`src/pdl_regs.vh`:
```
// Purpose: Constants for the device control low byte and link capabilities registers
// Assumes: 32-bit configuration dword access, byte enables per lane
// Notes:   Offsets are byte addresses in configuration space
`ifndef PDL_REGS_VH
`define PDL_REGS_VH

`define PDL_LINK_CAP_OFFSET      12'h0cc
`define PDL_DEV_CTL_OFFSET       12'h0c8
`define PDL_LINK_CAP_RESET       32'h00003441
`define PDL_PAYLOAD_POS          5
`define PDL_PAYLOAD_RESET        3'h0
`define PDL_LOOSE_ORDER_POS      4
`define PDL_LOOSE_ORDER_RESET    1'h1
`define PDL_UR_EN_POS            3
`define PDL_FATAL_EN_POS         2
`define PDL_NONFATAL_EN_POS      1
`define PDL_COR_EN_POS           0
`define PDL_PAYLOAD_128          3'h0
`define PDL_PAYLOAD_256          3'h1
`define PDL_BYTES_128            10'h080
`define PDL_BYTES_256            10'h100
`define PDL_BYTES_512            10'h200
`define PDL_ERR_EN_RESET         1'h0
`define PDL_RDATA_RESET          32'h00000000
`define PDL_CAP_PORT_POS         24
`define PDL_CAP_PORT_VALUE       8'h00
`define PDL_CAP_RSVD_POS         21
`define PDL_CAP_RSVD_VALUE       3'h0
`define PDL_CAP_LINK_ACT_POS     20
`define PDL_CAP_SURPRISE_POS     19
`define PDL_CAP_REFCLK_POS       18
`define PDL_CAP_FLAG_VALUE       1'h0
`define PDL_CAP_DEEP_EXIT_POS    15
`define PDL_CAP_DEEP_EXIT_VALUE  3'h0
`define PDL_CAP_STBY_EXIT_POS    12
`define PDL_CAP_STBY_EXIT_VALUE  3'h3
`define PDL_CAP_PWR_SUP_POS      10
`define PDL_CAP_PWR_SUP_VALUE    2'h1
`define PDL_CAP_WIDTH_POS        4
`define PDL_CAP_WIDTH_VALUE      6'h04
`define PDL_CAP_SPEED_POS        0
`define PDL_CAP_SPEED_VALUE      4'h1

`endif

```
`src/pdl_regs.v`:
```
// Purpose: Device control low byte and read-only link capabilities register logic
// Assumes: Configuration requests arrive from the upstream link logic on ref_clk
// Notes:   Error detectors and message senders live outside; this block gates them
`include "pdl_regs.vh"

module pdl_regs
(
   input  wire        ref_clk,
   input  wire        nrst,
   input  wire        cfg_req,
   input  wire        cfg_wr,
   input  wire [11:0] cfg_addr,
   input  wire [3:0]  cfg_be,
   input  wire [31:0] cfg_wdata,
   output reg  [31:0] cfg_rdata,
   output reg         cfg_ack,
   input  wire        ur_detect,
   input  wire        fatal_detect,
   input  wire        nonfatal_detect,
   input  wire        cor_detect,
   input  wire        msg_path_enable,
   output wire        ur_report,
   output wire        fatal_msg_send,
   output wire        nonfatal_msg_send,
   output wire        cor_msg_send,
   output reg  [9:0]  payload_limit_bytes
);

////////////////////////////////////////////////////////////////////////////////

   reg  [2:0] payload_limit_code;
   reg        loose_ordering_enable;
   reg        unsupported_request_report_enable;
   reg        fatal_report_enable;
   reg        nonfatal_report_enable;
   reg        correctable_report_enable;
   wire       link_active_report_capable;
   wire       surprise_down_report_capable;
   wire [7:0]  port_number;
   wire [2:0]  cap_reserved;
   wire [2:0]  standby_exit_latency;
   wire [2:0]  deep_sleep_exit_latency;
   wire        refclk_removal_capable;
   wire [1:0]  power_state_support;
   wire [5:0]  max_link_width;
   wire [3:0]  max_link_speed;
   wire [31:0] link_cap_value;
   wire [7:0]  dev_ctl_low;
   wire        wr_ctl;

   // Offset compare used by the write decode; the read decode uses its own case
   function offset_hit;
      input [11:0] addr;
      input [11:0] offset;
      begin
         offset_hit = (addr == offset);
      end
   endfunction

   function [9:0] payload_bytes;
      input [2:0] code;
      begin
         case (code)
            `PDL_PAYLOAD_128: payload_bytes = `PDL_BYTES_128;
            `PDL_PAYLOAD_256: payload_bytes = `PDL_BYTES_256;
            default:          payload_bytes = `PDL_BYTES_512;
         endcase
      end
   endfunction

////////////////////////////////////////////////////////////////////////////////

   // Constant image built field by field; no storage so writes cannot alter it
   assign port_number                  = `PDL_CAP_PORT_VALUE;
   assign cap_reserved                 = `PDL_CAP_RSVD_VALUE;
   assign link_active_report_capable   = `PDL_CAP_FLAG_VALUE;
   assign surprise_down_report_capable = `PDL_CAP_FLAG_VALUE;
   assign refclk_removal_capable       = `PDL_CAP_FLAG_VALUE;
   assign deep_sleep_exit_latency      = `PDL_CAP_DEEP_EXIT_VALUE;
   assign standby_exit_latency         = `PDL_CAP_STBY_EXIT_VALUE;
   assign power_state_support          = `PDL_CAP_PWR_SUP_VALUE;
   assign max_link_width               = `PDL_CAP_WIDTH_VALUE;
   assign max_link_speed               = `PDL_CAP_SPEED_VALUE;

   // Whole word is wired constants, so a write has nothing to change
   assign link_cap_value[`PDL_CAP_PORT_POS+7:`PDL_CAP_PORT_POS]           = port_number;
   assign link_cap_value[`PDL_CAP_RSVD_POS+2:`PDL_CAP_RSVD_POS]           = cap_reserved;
   assign link_cap_value[`PDL_CAP_LINK_ACT_POS]                           = link_active_report_capable;
   assign link_cap_value[`PDL_CAP_SURPRISE_POS]                           = surprise_down_report_capable;
   assign link_cap_value[`PDL_CAP_REFCLK_POS]                             = refclk_removal_capable;
   assign link_cap_value[`PDL_CAP_DEEP_EXIT_POS+2:`PDL_CAP_DEEP_EXIT_POS] = deep_sleep_exit_latency;
   assign link_cap_value[`PDL_CAP_STBY_EXIT_POS+2:`PDL_CAP_STBY_EXIT_POS] = standby_exit_latency;
   assign link_cap_value[`PDL_CAP_PWR_SUP_POS+1:`PDL_CAP_PWR_SUP_POS]     = power_state_support;
   assign link_cap_value[`PDL_CAP_WIDTH_POS+5:`PDL_CAP_WIDTH_POS]         = max_link_width;
   assign link_cap_value[`PDL_CAP_SPEED_POS+3:`PDL_CAP_SPEED_POS]         = max_link_speed;

   assign dev_ctl_low = {payload_limit_code, loose_ordering_enable,
                         unsupported_request_report_enable, fatal_report_enable,
                         nonfatal_report_enable, correctable_report_enable};

   // Only lane 0 carries the control byte; other lanes never touch it
   assign wr_ctl = cfg_req && cfg_wr && offset_hit(cfg_addr, `PDL_DEV_CTL_OFFSET) && cfg_be[0];

   // Every code is stored as written; software keeps it in range
   always @(posedge ref_clk)
   begin
      if (!nrst)
      begin
         payload_limit_code <= `PDL_PAYLOAD_RESET;
      end
      else if (wr_ctl)
      begin
         payload_limit_code <= cfg_wdata[`PDL_PAYLOAD_POS+2:`PDL_PAYLOAD_POS];
      end
   end

   // Stored for readback only
   always @(posedge ref_clk)
   begin
      if (!nrst)
      begin
         loose_ordering_enable <= `PDL_LOOSE_ORDER_RESET;
      end
      else if (wr_ctl)
      begin
         loose_ordering_enable <= cfg_wdata[`PDL_LOOSE_ORDER_POS];
      end
   end

   // Unsupported request reporting
   always @(posedge ref_clk)
   begin
      if (!nrst)
      begin
         unsupported_request_report_enable <= `PDL_ERR_EN_RESET;
      end
      else if (wr_ctl)
      begin
         unsupported_request_report_enable <= cfg_wdata[`PDL_UR_EN_POS];
      end
   end

   // Fatal message enable
   always @(posedge ref_clk)
   begin
      if (!nrst)
      begin
         fatal_report_enable <= `PDL_ERR_EN_RESET;
      end
      else if (wr_ctl)
      begin
         fatal_report_enable <= cfg_wdata[`PDL_FATAL_EN_POS];
      end
   end

   // Nonfatal message enable
   always @(posedge ref_clk)
   begin
      if (!nrst)
      begin
         nonfatal_report_enable <= `PDL_ERR_EN_RESET;
      end
      else if (wr_ctl)
      begin
         nonfatal_report_enable <= cfg_wdata[`PDL_NONFATAL_EN_POS];
      end
   end

   // Correctable message enable
   always @(posedge ref_clk)
   begin
      if (!nrst)
      begin
         correctable_report_enable <= `PDL_ERR_EN_RESET;
      end
      else if (wr_ctl)
      begin
         correctable_report_enable <= cfg_wdata[`PDL_COR_EN_POS];
      end
   end

   // Read data registered; one-cycle ack for every request
   always @(posedge ref_clk)
   begin
      if (!nrst)
      begin
         cfg_rdata           <= `PDL_RDATA_RESET;
         cfg_ack             <= 1'h0;
         payload_limit_bytes <= `PDL_BYTES_128;
      end
      else
      begin
         cfg_ack             <= cfg_req;
         payload_limit_bytes <= payload_bytes(payload_limit_code);
         if (cfg_req && !cfg_wr)
         begin
            case (cfg_addr)
               `PDL_LINK_CAP_OFFSET: cfg_rdata <= link_cap_value;
               `PDL_DEV_CTL_OFFSET:  cfg_rdata <= {24'h000000, dev_ctl_low};
               default:              cfg_rdata <= 32'h00000000;
            endcase
         end
      end
   end

////////////////////////////////////////////////////////////////////////////////

   // Ordering enable is stored only; relaxed ordering is never used
   assign ur_report         = ur_detect && unsupported_request_report_enable;
   assign fatal_msg_send    = fatal_detect && fatal_report_enable && msg_path_enable;
   assign nonfatal_msg_send = nonfatal_detect && nonfatal_report_enable && msg_path_enable;
   assign cor_msg_send      = cor_detect && correctable_report_enable && msg_path_enable;

endmodule // pdl_regs

```
`config.mk`:
```
export PLATFORM = sky130hd
export DESIGN_NAME = pdl_regs
export DESIGN_NICKNAME = d
export VERILOG_FILES = /design/src/pdl_regs.v
export VERILOG_INCLUDE_DIRS = /design/src
export SDC_FILE = /design/constraint.sdc
export NUM_CORES = 1
export LEC_CHECK = 0
export ABC_AREA = 1
export BUFFER_PORTS_ARGS = -buffer_cell sky130_fd_sc_hd__buf_2
export CAP_MARGIN = 20
export CORE_MARGIN = 1
export CORE_UTILIZATION = 40
export CTS_CLUSTER_DIAMETER = 30
export CTS_CLUSTER_SIZE = 16
export DETAILED_ROUTE_END_ITERATION = 12
export GPL_TIMING_DRIVEN = 0
export PLACE_DENSITY = 0.94
export REMOVE_ABC_BUFFERS = 1
export SETUP_SLACK_MARGIN = 0.3
export SLEW_MARGIN = 25
export SYNTH_ARGS = -nofsm -noshare
export SYNTH_HDL_FRONTEND = slang
export SYNTH_SLANG_ARGS = --single-unit
```
`constraint.sdc`:
```
create_clock -name ref_clk -period 1.5 [get_ports ref_clk]
set_clock_uncertainty 0.05 [all_clocks]
set_input_delay 0.225 -clock ref_clk [delete_from_list [all_inputs] [get_ports ref_clk]]
set_output_delay 0.225 -clock ref_clk [all_outputs]
set_load 0.01 [all_outputs]
```
# Word-level counts from Yosys, hierarchy flattened
# Index checks and enable logic that the tools add are counted.
[classes]
n_reduce_logical = 13
n_eq_ne = 3
n_mux = 2
[ops]
columns = ["operator", "count"]
rows = [
  ["$pmux 14 s2", 1],
  ["$eq 12x8->1 const B", 2],
  ["$pmux 10 s2", 1],
  ["$logic_and 1x1->1", 11],
  ["$eq 3x1->1 const B", 1],
  ["$logic_not 3->1", 1],
  ["$logic_not 1->1", 1],
]
[totals]
regBits = 51
elab_cells = 27

# Logic depth before layout (Yosys ltp)
# Gate-level depths: netlist of run 1.
[depth]
depth_word = 3
ltp_mapped = 9
depth_no_buf = 8

# Least setup slack after synthesis of run 1
# OpenSTA, ideal clock, no wires.
[synth_path]
kind = "in2reg"
start = "in cfg_addr[11]"
end = "reg correctable_report_enable"
setup_slack_ns = 0.449
required_ns = 1.337
path_stages = 7
path_buffers = 1
arrival_time_ns = 0.889
path_cell_list = "nor2_1 nand2_1 nor2_2 nand3_4 buf_6 nor2_1 nor2_1"
[synth_via]
elab_chain_len = 3
[synth_rtl]
columns = ["element", "line_no", "rtl"]
rows = [
  ["from (decl)", "pdl_regs.v:12", "input wire [11:0] cfg_addr,"],
  ["$eq 12x8->1", "pdl_regs.v:56", "offset_hit = (addr == offset);"],
  ["$logic_and 1x1->1 (2 in series)", "pdl_regs.v:102", "assign wr_ctl = cfg_req && cfg_wr && offset_hit(cfg_addr, `PDL_DEV_CTL_OFFSET) && cfg_be[0];"],
  ["to (signal assigned)", "pdl_regs.v:174", "correctable_report_enable <= `PDL_ERR_EN_RESET;"],
  ["to (signal assigned)", "pdl_regs.v:178", "correctable_report_enable <= cfg_wdata[`PDL_COR_EN_POS];"],
  ["to (decl)", "pdl_regs.v:36", "reg correctable_report_enable;"],
]
# No other way between the ends.
# A chain may end at the register's enable or synchronous reset.

# Worst setup path in the final report of run 1
[layout_path]
start = "reg nonfatal_report_enable"
end = "out nonfatal_msg_send"
[layout_via]
elab_chain_len = 2
[layout_rtl]
columns = ["element", "line_no", "rtl"]
rows = [
  ["from (decl)", "pdl_regs.v:35", "reg nonfatal_report_enable;"],
  ["from (signal assigned)", "pdl_regs.v:161", "nonfatal_report_enable <= `PDL_ERR_EN_RESET;"],
  ["from (signal assigned)", "pdl_regs.v:165", "nonfatal_report_enable <= cfg_wdata[`PDL_NONFATAL_EN_POS];"],
  ["$logic_and 1x1->1 (2 in series)", "pdl_regs.v:211", "assign nonfatal_msg_send = nonfatal_detect && nonfatal_report_enable && msg_path_enable;"],
  ["to (decl)", "pdl_regs.v:24", "output wire nonfatal_msg_send,"],
]
# No other way between the ends.

==> results of run 1 <==
-- synth_stat cells --
library cell  number
nand2_1           36
conb_1             1
nor2_1            26
nand4_1            6
inv_1             18
nand2_2            2
dfxtp_1           21
buf_4             31
buf_6              1
and3_1             1
o21ai_1            2
nand3_1            9
nand3_4            1
inv_2              2
nor2_2             1
buf_2              2
nor2_8             1
a21oi_1            6
-- final cells by class --
class                   instances  share of cell area [%]
well taps                      31                    2.86
repair buffers                 51                    19.4
flip-flops and latches         21                    31.4
inverters                      20                    5.54
clock buffers                   4                    1.94
multi-input cells             119                    38.9
-- sequential cells by signal, summed over array words and instances, names as in the netlist --
register                           cells
cfg_rdata                              9
payload_limit_bytes                    3
payload_limit_code                     3
cfg_ack                                1
correctable_report_enable              1
fatal_report_enable                    1
loose_ordering_enable                  1
nonfatal_report_enable                 1
unsupported_request_report_enable      1
-- worst paths after layout --
path                        startpoint                      to  slack (ns)  depth (start not counted)
max             nonfatal_report_enable       nonfatal_msg_send        0.31                          3
min                       cfg_wdata[6]   payload_limit_code[1]        0.08                          3
max reg2reg  correctable_report_enable            cfg_rdata[0]        0.53                          7
min reg2reg      payload_limit_code[0]  payload_limit_bytes[7]        0.42                          1
-- metal layers --
metal | wire length, um | global-route usage [%] | vias to the layer above
li1 | - | - | 549
met1 | 895 | 15.6 | 469
met2 | 1130 | 25.0 | 46
met3 | 156 | 3.49 | 3
met4 | 29 | 6.27 | 0
met5 | 0 | 0 | -
-- report_power, final --
part	internal [mW]	switching, mW	total [mW]
sequential	0.559	0.000317	0.559
combinational	0.0354	0.0752	0.111
clock	0.104	0.170	0.273
-- metrics by stage --
stage	setup WS, ns	hold slack (ns)
after floorplan	0.291	0.255
after global placement	-0.0182	0.393
after detailed placement	-0.0212	0.401
after CTS	0.295	0.0730
after global routing	0.264	0.0805
final	0.305	0.0798
-- worst max-delay path, delay by kind of cell, from the launching register on --
family	cells	cell delay, ns
flops	1	0.37
buf+inv	1	0.13
simple gates	2	0.12
-- logic make-up (layout without fill, tap and decap cells) --
group	count (synthesis)	in the layout	share of synthesized area (%)
DFF	21	21	35.9
buffers and inverters	54	75	28.1
and+or+nand+nor	83	83	32.3
AOI/OAI and AO/OA	8	8	3.42
other	1	28	0.320
-- timing repair --
item / 4_1_cts / 5_1_grt
gates resized for setup: 4 / 1
endpoints found under the setup margin: 4 / 13
pin swaps: 0 / 0
buffers inserted: 1 / 2
==> flow_metrics.env, run 1 <==
export IMPL_status="completed"
export IMPL_final_common_cell="buf_2"
export IMPL_peakVddDrop_v=0.000355
export IMPL_multi_input_area_sq_um=528
export IMPL_avgSynthCellArea_sq_um=7.01
export IMPL_grt_pass1_vias=851
export IMPL_crit_path_start_kind="flip-flop"
export IMPL_die_area_sq_um=3150
export IMPL_netlist_top_cells_area="dfxtp_1 (36%), buf_4 (20%), nand2_1 (12%)"
export IMPL_clock_latency_ns=0.31
export IMPL_clock_sinks=21
export IMPL_rsz0062_at_grt="yes"
export IMPL_fin_crit_ns=1.19
export IMPL_dp_cells=239
export IMPL_cts_root_buf="clkbuf_4"
export IMPL_crit_type="flip-flop to output pin"
export IMPL_synth_seq_cells=21
export IMPL_grt_usage_pct=14.0
export IMPL_grt_pass1_wl_mm=3.49
export IMPL_fin_setup_tns_ns=0
export IMPL_hold_class="primary input to flip-flop"
export IMPL_grt_max_degree=16
export IMPL_drc=0
export IMPL_fp_coreArea_sq_um=2760
export IMPL_crit_arrival_ns=0.92
export IMPL_final_nets=273
export IMPL_ys_types=18
export IMPL_yosysTopAreaCellShare_pct=35.9
export IMPL_grt_overflow=0
export IMPL_num_vias=1067
export IMPL_io_buffers=48
export IMPL_yosysSeqAreaShare_pct=35.9
export IMPL_mostFrequentLayoutCells="buf_2 (48), nand2_1 (36), conb_1 (28)"
export IMPL_clk_transition_reported_paths_ns=0.11
export IMPL_via_per_inst=4.34
export IMPL_fin_crit_sh_pct=79.6
export IMPL_synth_area_leader_cell="dfxtp_1"
export IMPL_report_final_slew_viol_count=0
export IMPL_required_ns=1.22
export IMPL_n_antenna_cell=0
export IMPL_synth_area_sq_um=1170
export IMPL_gp_congestion=0.785
export IMPL_worstPathCellList="nand2_1 > nor2_1 > buf_2"
export IMPL_start_util_pct=42.5
export IMPL_drv_cap=0
export IMPL_io_pins=104
export IMPL_power_density_nw_per_um2=695
export IMPL_finalSetupViolCount=0
export IMPL_post_dp_cell_area_sq_um=1300
export IMPL_netlist_instances=167
export IMPL_stdcell_count=246
export IMPL_cts_made_buffers=3
export IMPL_synth_warnings=0
export IMPL_fillerInstances=294
export IMPL_fp_dieH_um=56.1
export IMPL_seqCellArea_sq_um=425
export IMPL_cts_buffer_depth=2
export IMPL_routed_wl_mm=2.22
export IMPL_p_leak_nw=0.806
export IMPL_area_delta_synth_final_pct=15.8
export IMPL_grt_antenna_before_repair=0
export IMPL_crit_fanout=3
export IMPL_holdBufCountCts=0
export IMPL_dr_pass1_iters=5
export IMPL_hpwlAfterDp_mm=1.71
export IMPL_end_kind="output pin"
export IMPL_tritoncts="built"
export IMPL_wl_per_cell_um=9.00
export IMPL_fin_area_sq_um=1360
export IMPL_slowest_stage="dfxtp_2"
export IMPL_final_core_util_pct=49.2
export IMPL_hold_viol=0
export IMPL_max_stage_delay_ns=0.37
export IMPL_ant_nets=0
export IMPL_die_x_um=56.1
export IMPL_p_total_mw=0.943
export IMPL_drive_above_1_share_pct=30.2
export IMPL_num_rows=19
export IMPL_htree_levels=1
export IMPL_fmax_mhz=837
export IMPL_first_iter_violations=35
Note: power is estimated with default switching activity, not from simulation.
==> inputs of run 2 (changes only) <==
Settings changed: ABC_AREA 1 to 0, CORE_UTILIZATION 40 to 35, PLACE_DENSITY 0.94 to 0.87.
Clock period 1.5 ns to 1.1 ns, I/O delays scaled along.
==> flow_metrics.env, run 2 <==
export IMPL_status="finished with violations"
export IMPL_violations="DRC, setup timing"
export IMPL_rsz0062_at_grt="yes"
export IMPL_n_antenna_cell=0
export IMPL_crit_type="flip-flop to output pin"
export IMPL_holdBufCountCts=0
export IMPL_cts_root_buf="clkbuf_4"
export IMPL_drv_cap=0
export IMPL_wl_met1_um=791
export IMPL_die_x_um=57.1
export IMPL_pwr_share_clk_pct=27.5
export IMPL_drc=18
export IMPL_hpwlAfterDp_mm=1.48
export IMPL_crit_path_start_kind="flip-flop"
export IMPL_p_sw_share_pct=23.9
export IMPL_fin_crit_sh_pct=101
export IMPL_clock_latency_ns=0.29
export IMPL_die_area_sq_um=3260
export IMPL_netlist_instances=104
export IMPL_gp_congestion=0.721
export IMPL_dr_pass1_iters=9
export IMPL_synth_common_cells="buf_4 (30), dfxtp_1 (21), nor2b_1 (9), mux2i_1 (8), a22o_1 (5)"
export IMPL_fp_dieH_um=57.1
export IMPL_cts_buffer_depth=2
export IMPL_num_vias=850
export IMPL_grt_usage_pct=12.6
export IMPL_synth_edf_count=0
export IMPL_io_pins=104
export IMPL_intPower_mw=0.968
export IMPL_synth_compound_area_share_pct=9.18
export IMPL_synth_area_sq_um=1060
export IMPL_crit_arrival_ns=0.90
export IMPL_routed_wl_mm=2.16
export IMPL_final_nets=219
export IMPL_grt_pass1_vias=713
export IMPL_largest_reg_flops=9
export IMPL_peakVddDrop_v=0.000372
export IMPL_io_buffers=48
export IMPL_yosysTopAreaCellShare_pct=39.5
export IMPL_synth_simple_area_share_pct=21.5
export IMPL_hold_class="primary input to flip-flop"
export IMPL_grt_overflow=0
export IMPL_fin_setup_tns_ns=-0.0212
export IMPL_grt_max_degree=19
export IMPL_via_per_inst=4.43
export IMPL_htree_levels=1
export IMPL_top_layer_used="met4"
export IMPL_fin_crit_ns=1.11
export IMPL_tritoncts="built"
export IMPL_clock_sinks=21
export IMPL_cts_made_buffers=3
export IMPL_synth_seq_cells=21
export IMPL_pwr_share_comb_pct=12.7
export IMPL_finalSetupViolCount=2
export IMPL_synth_ff_type="dfxtp_1"
export IMPL_synthArstFlopShare_pct=0
export IMPL_drive_above_1_share_pct=54.7
export IMPL_seqCellArea_sq_um=443
export IMPL_wl_met2_mm=1.14
export IMPL_fillerInstances=254
export IMPL_first_iter_violations=27
export IMPL_fmax_mhz=899
export IMPL_regMostFlops="cfg_rdata"
export IMPL_power_density_nw_per_um2=857
export IMPL_required_ns=0.88
export IMPL_grt_antenna_before_repair=0
export IMPL_multi_input_area_sq_um=551
export IMPL_p_sw_mw=0.303
export IMPL_crit_fanout=2
export IMPL_netlist_top_cells_area="dfxtp_1 (40%), buf_4 (21%), mux2i_1 (7.5%)"
export IMPL_synth_xor_xnor_area_share_pct=0
export IMPL_top_regs="cfg_rdata x9, payload_limit_bytes x3, payload_limit_code x3"
export IMPL_num_rows=19
export IMPL_hold_viol=0
export IMPL_wl_met3_um=194
export IMPL_wl_per_cell_um=11.2
export IMPL_report_final_slew_viol_count=0
export IMPL_synth_warnings=0
export IMPL_synth_most_common_cell="buf_4"
export IMPL_end_kind="output pin"
export IMPL_synthAdderAreaFrac_pct=0
export IMPL_mostFrequentLayoutCells="buf_2 (30), conb_1 (28), buf_6 (18)"
export IMPL_area_delta_synth_final_pct=39.4
export IMPL_clk_transition_reported_paths_ns=0.11
export IMPL_final_common_cell="buf_2"
export IMPL_grt_pass1_wl_mm=3.09
export IMPL_synthMuxAreaShare_pct=7.53
export IMPL_worst_slack_ns=-0.0125
export IMPL_ant_nets=0
export IMPL_synth_area_leader_cell="dfxtp_1"
export IMPL_fp_coreArea_sq_um=2830
export IMPL_p_leak_nw=0.763
export IMPL_synth_top_family_by_area="buffers and inverters"
export IMPL_ys_types=27
export IMPL_sequentialPowerShare_pct=59.8
export IMPL_avgSynthCellArea_sq_um=10.2
export IMPL_p_total_mw=1.27
export IMPL_yosysSeqAreaShare_pct=39.5
export IMPL_start_util_pct=37.6
==> run 2: cell types whose count changed after synthesis, sizes merged, moves of 8 or more <==
cell / delta
nor2: -28
mux2i: +8
inv: -19
nand2: -34
nand3: -10
nor2b: +9
==> run 2: routing by layer <==
metal	vias up	track usage (%)
met2	52	23.2
met4	0	8.36
met5	-	0
li1	415	-
met3	2	2.04
met1	381	13.1
==> run 2: repair_timing <==
action                                  4_1_cts  5_1_grt
endpoints found under the setup margin       36       37
resized for setup                            35       11
pin swaps                                     7        2
setup buffers                                 8        1
==> run 2: cell type report <==
class	instances	share of cell area (%)
tap	31	2.62
clock buffer	4	1.77
sequential	21	29.9
timing repair buffer	57	28.4
multi-input combinational	78	37.1
inverter	1	0.253
==> run 2: worst paths after layout <==
check	start	end	slack, ns	cells past startpoint
hold / removal	cfg_wdata[4]	loose_ordering_enable	0.03	3
setup reg to reg	cfg_rdata[2]	cfg_rdata[2]	0.18	3
setup / recovery	correctable_report_enable	cor_msg_send	-0.01	2
hold reg to reg	cfg_rdata[0]	cfg_rdata[0]	0.41	2
==> run 2: cell families (layout without fill, tap and decap cells) <==
kind of cell,Yosys count,in the layout
buffers and inverters,32,62
and+or+nand+nor,29,29
DFF,21,21
AOI/OAI and AO/OA,13,13
muxes,8,8
other,1,28
==> run 2: critical path: stages (launching register included) <==
cell	delay (ns)
dfxtp_2	0.35
and3_4	0.17
buf_6	0.09
==> run 2: per-stage QoR <==
| stage | hold WS [ns] | utilization, % | worst slack [ns] | instance area, sq um | instances |
|---|---|---|---|---|---|
| final | 0.0264 | 52.4 | -0.0125 | 1480 | 192 |
| after global routing | 0.0212 | 52.4 | -0.0618 | 1480 | 192 |
| after CTS | 0.0153 | 50.4 | -0.00822 | 1430 | 191 |
| after detailed placement | 0.330 | 42.9 | -0.266 | 1210 | 179 |
| after global placement | 0.324 | 42.9 | -0.255 | 1210 | 179 |
| after floorplan | 0.177 | - | -0.0276 | 936 | 100 |
==> run 2: power by group through the flow <==
| stage | combinational (mW) | clock, mW | sequential (mW) |
|---|---|---|---|
| after floorplan | 0.0681 | 0 | 0.781 |
| after global placement | 0.138 | 0 | 0.780 |
| after detailed placement | 0.140 | 0 | 0.780 |
| after CTS | 0.155 | 0.372 | 0.759 |
| after global routing | 0.175 | 0.403 | 0.761 |
| final | 0.162 | 0.349 | 0.760 |
==> inputs of run 3 (changes only) <==
Settings changed: CORE_UTILIZATION 35 to 38, PLACE_DENSITY 0.87 to 0.93.
Clock period 1.1 ns to 1.45 ns, I/O delays scaled along.
==> flow_metrics.env, run 3 (same netlist as run 2, synthesis figures left out) <==
export IMPL_status="completed"
export IMPL_cts_root_buf="clkbuf_4"
export IMPL_first_iter_violations=5
export IMPL_p_total_mw=0.966
export IMPL_grt_pass1_wl_mm=2.86
export IMPL_routed_wl_mm=1.99
export IMPL_drive_above_1_share_pct=44.9
export IMPL_fp_coreArea_sq_um=2570
export IMPL_worst_slack_ns=0.279
export IMPL_crit_path_start_kind="flip-flop"
export IMPL_via_per_inst=4.29
export IMPL_final_common_cell="buf_2"
export IMPL_multi_input_area_sq_um=529
export IMPL_io_buffers=48
export IMPL_r2r_slack_ns=0.61
export IMPL_drc=0
export IMPL_mostFrequentLayoutCells="buf_2 (42), conb_1 (28), dfxtp_1 (17)"
export IMPL_die_area_sq_um=3010
export IMPL_max_stage_delay_ns=0.35
export IMPL_cts_buffer_depth=2
export IMPL_area_delta_synth_final_pct=25.2
export IMPL_cts_made_buffers=3
export IMPL_gp_congestion=0.687
export IMPL_power_density_nw_per_um2=726
export IMPL_path_delay_family="flip-flops"
export IMPL_largest_reg_flops=9
export IMPL_p_sw_share_pct=25.0
export IMPL_fin_setup_tns_ns=0
export IMPL_sequentialPowerShare_pct=59.8
export IMPL_grt_usage_pct=13.3
export IMPL_drv_cap=0
export IMPL_p_sw_mw=0.241
export IMPL_die_x_um=54.9
export IMPL_end_kind="output pin"
export IMPL_grt_overflow=0
export IMPL_fin_area_sq_um=1330
export IMPL_pwr_share_comb_pct=11.5
export IMPL_tritoncts="built"
export IMPL_start_util_pct=41.4
export IMPL_holdBufCountCts=0
export IMPL_fin_crit_sh_pct=80.8
export IMPL_crit_type="flip-flop to output pin"
export IMPL_top_regs="cfg_rdata x9, payload_limit_bytes x3, payload_limit_code x3"
export IMPL_post_dp_cell_area_sq_um=1210
export IMPL_cp_num_buf_inv=1
export IMPL_slowest_stage="dfxtp_2"
export IMPL_worstPathCellList="and3_4 > buf_6"
export IMPL_fp_dieH_um=54.9
export IMPL_intPower_mw=0.725
export IMPL_crit_arrival_ns=0.90
export IMPL_rsz0062_at_grt="yes"
export IMPL_report_final_slew_viol_count=0
export IMPL_peakVddDrop_v=0.000619
export IMPL_hold_worst_slack_ns=0.0736
export IMPL_clock_sinks=21
export IMPL_hpwlAfterDp_mm=1.45
export IMPL_seqCellArea_sq_um=425
export IMPL_wl_per_cell_um=10.7
export IMPL_pwr_share_clk_pct=28.7
export IMPL_num_rows=18
export IMPL_grt_antenna_before_repair=0
export IMPL_grt_max_degree=19
export IMPL_regMostFlops="cfg_rdata"
export IMPL_p_leak_nw=0.711
export IMPL_clk_transition_reported_paths_ns=0.12
export IMPL_required_ns=1.18
export IMPL_final_nets=214
export IMPL_dr_pass1_iters=3
export IMPL_ant_nets=0
export IMPL_preCtsSetupSlack_ns=0.00857
export IMPL_hold_class="primary input to flip-flop"
export IMPL_crit_fanout=2
export IMPL_finalSetupViolCount=0
export IMPL_fillerInstances=247
export IMPL_grt_pass1_vias=679
export IMPL_htree_levels=1
export IMPL_io_pins=104
export IMPL_n_antenna_cell=0
export IMPL_fmax_mhz=854
export IMPL_clock_latency_ns=0.30
export IMPL_num_vias=798
export IMPL_hold_viol=0
export IMPL_fin_crit_ns=1.17
## run 3: path summary, 6_finish.rpt
path	from	end	cells after the start
worst max-delay path	fatal_report_enable	fatal_msg_send	2
worst min-delay path	cfg_wdata[4]	loose_ordering_enable	3
worst max register to register	correctable_report_enable	cfg_rdata[0]	3
worst min register to register	cfg_rdata[6]	cfg_rdata[6]	2
## run 3: layer usage
metal  GRT usage [%]  wire, um
met2            24.9       977
met1            14.8       798
met5               0         0
met4               0         0
met3            5.46       211
## run 3: timing repair
action                                  in CTS  in global routing
pin swaps                                    0                  2
endpoints found under the setup margin       4                  9
gates resized for setup                      4                 10
endpoints found under the hold margin        0                  0
gates cloned                                 0                  0
buffers inserted                             4                  0
## run 3: worst min-delay path, delay by kind of cell
family | cells | cell delay [ns]
multiplexers | 1 | 0.05
AND/OR/NAND/NOR | 1 | 0.05
buffers and inverters | 1 | 0.08
## run 3: metrics by stage
stage | utilization [%] | std cells
floorplan | - | 100
global placement | 47.3 | 178
detailed placement | 47.3 | 178
CTS | 49.7 | 186
global route | 51.9 | 186
finish | 51.9 | 186
## run 3: area by class of cell
class | instances | share of cell area (%)
Timing Repair Buffer | 52 | 23.1
Inverter | 1 | 0.282
Tap cell | 30 | 2.82
Clock buffer | 3 | 1.69
Clock inverter | 1 | 0.376
Sequential cell | 21 | 32.0
Multi-Input combinational cell | 78 | 39.8
## run 3: power by group through the flow
stage / Combinational [mW] / Sequential [mW] / Clock [mW]
detailed placement: 0.105 / 0.591 / 0
global route: 0.126 / 0.579 / 0.327
floorplan: 0.0517 / 0.592 / 0
finish: 0.111 / 0.578 / 0.277
global placement: 0.104 / 0.591 / 0
CTS: 0.106 / 0.578 / 0.292
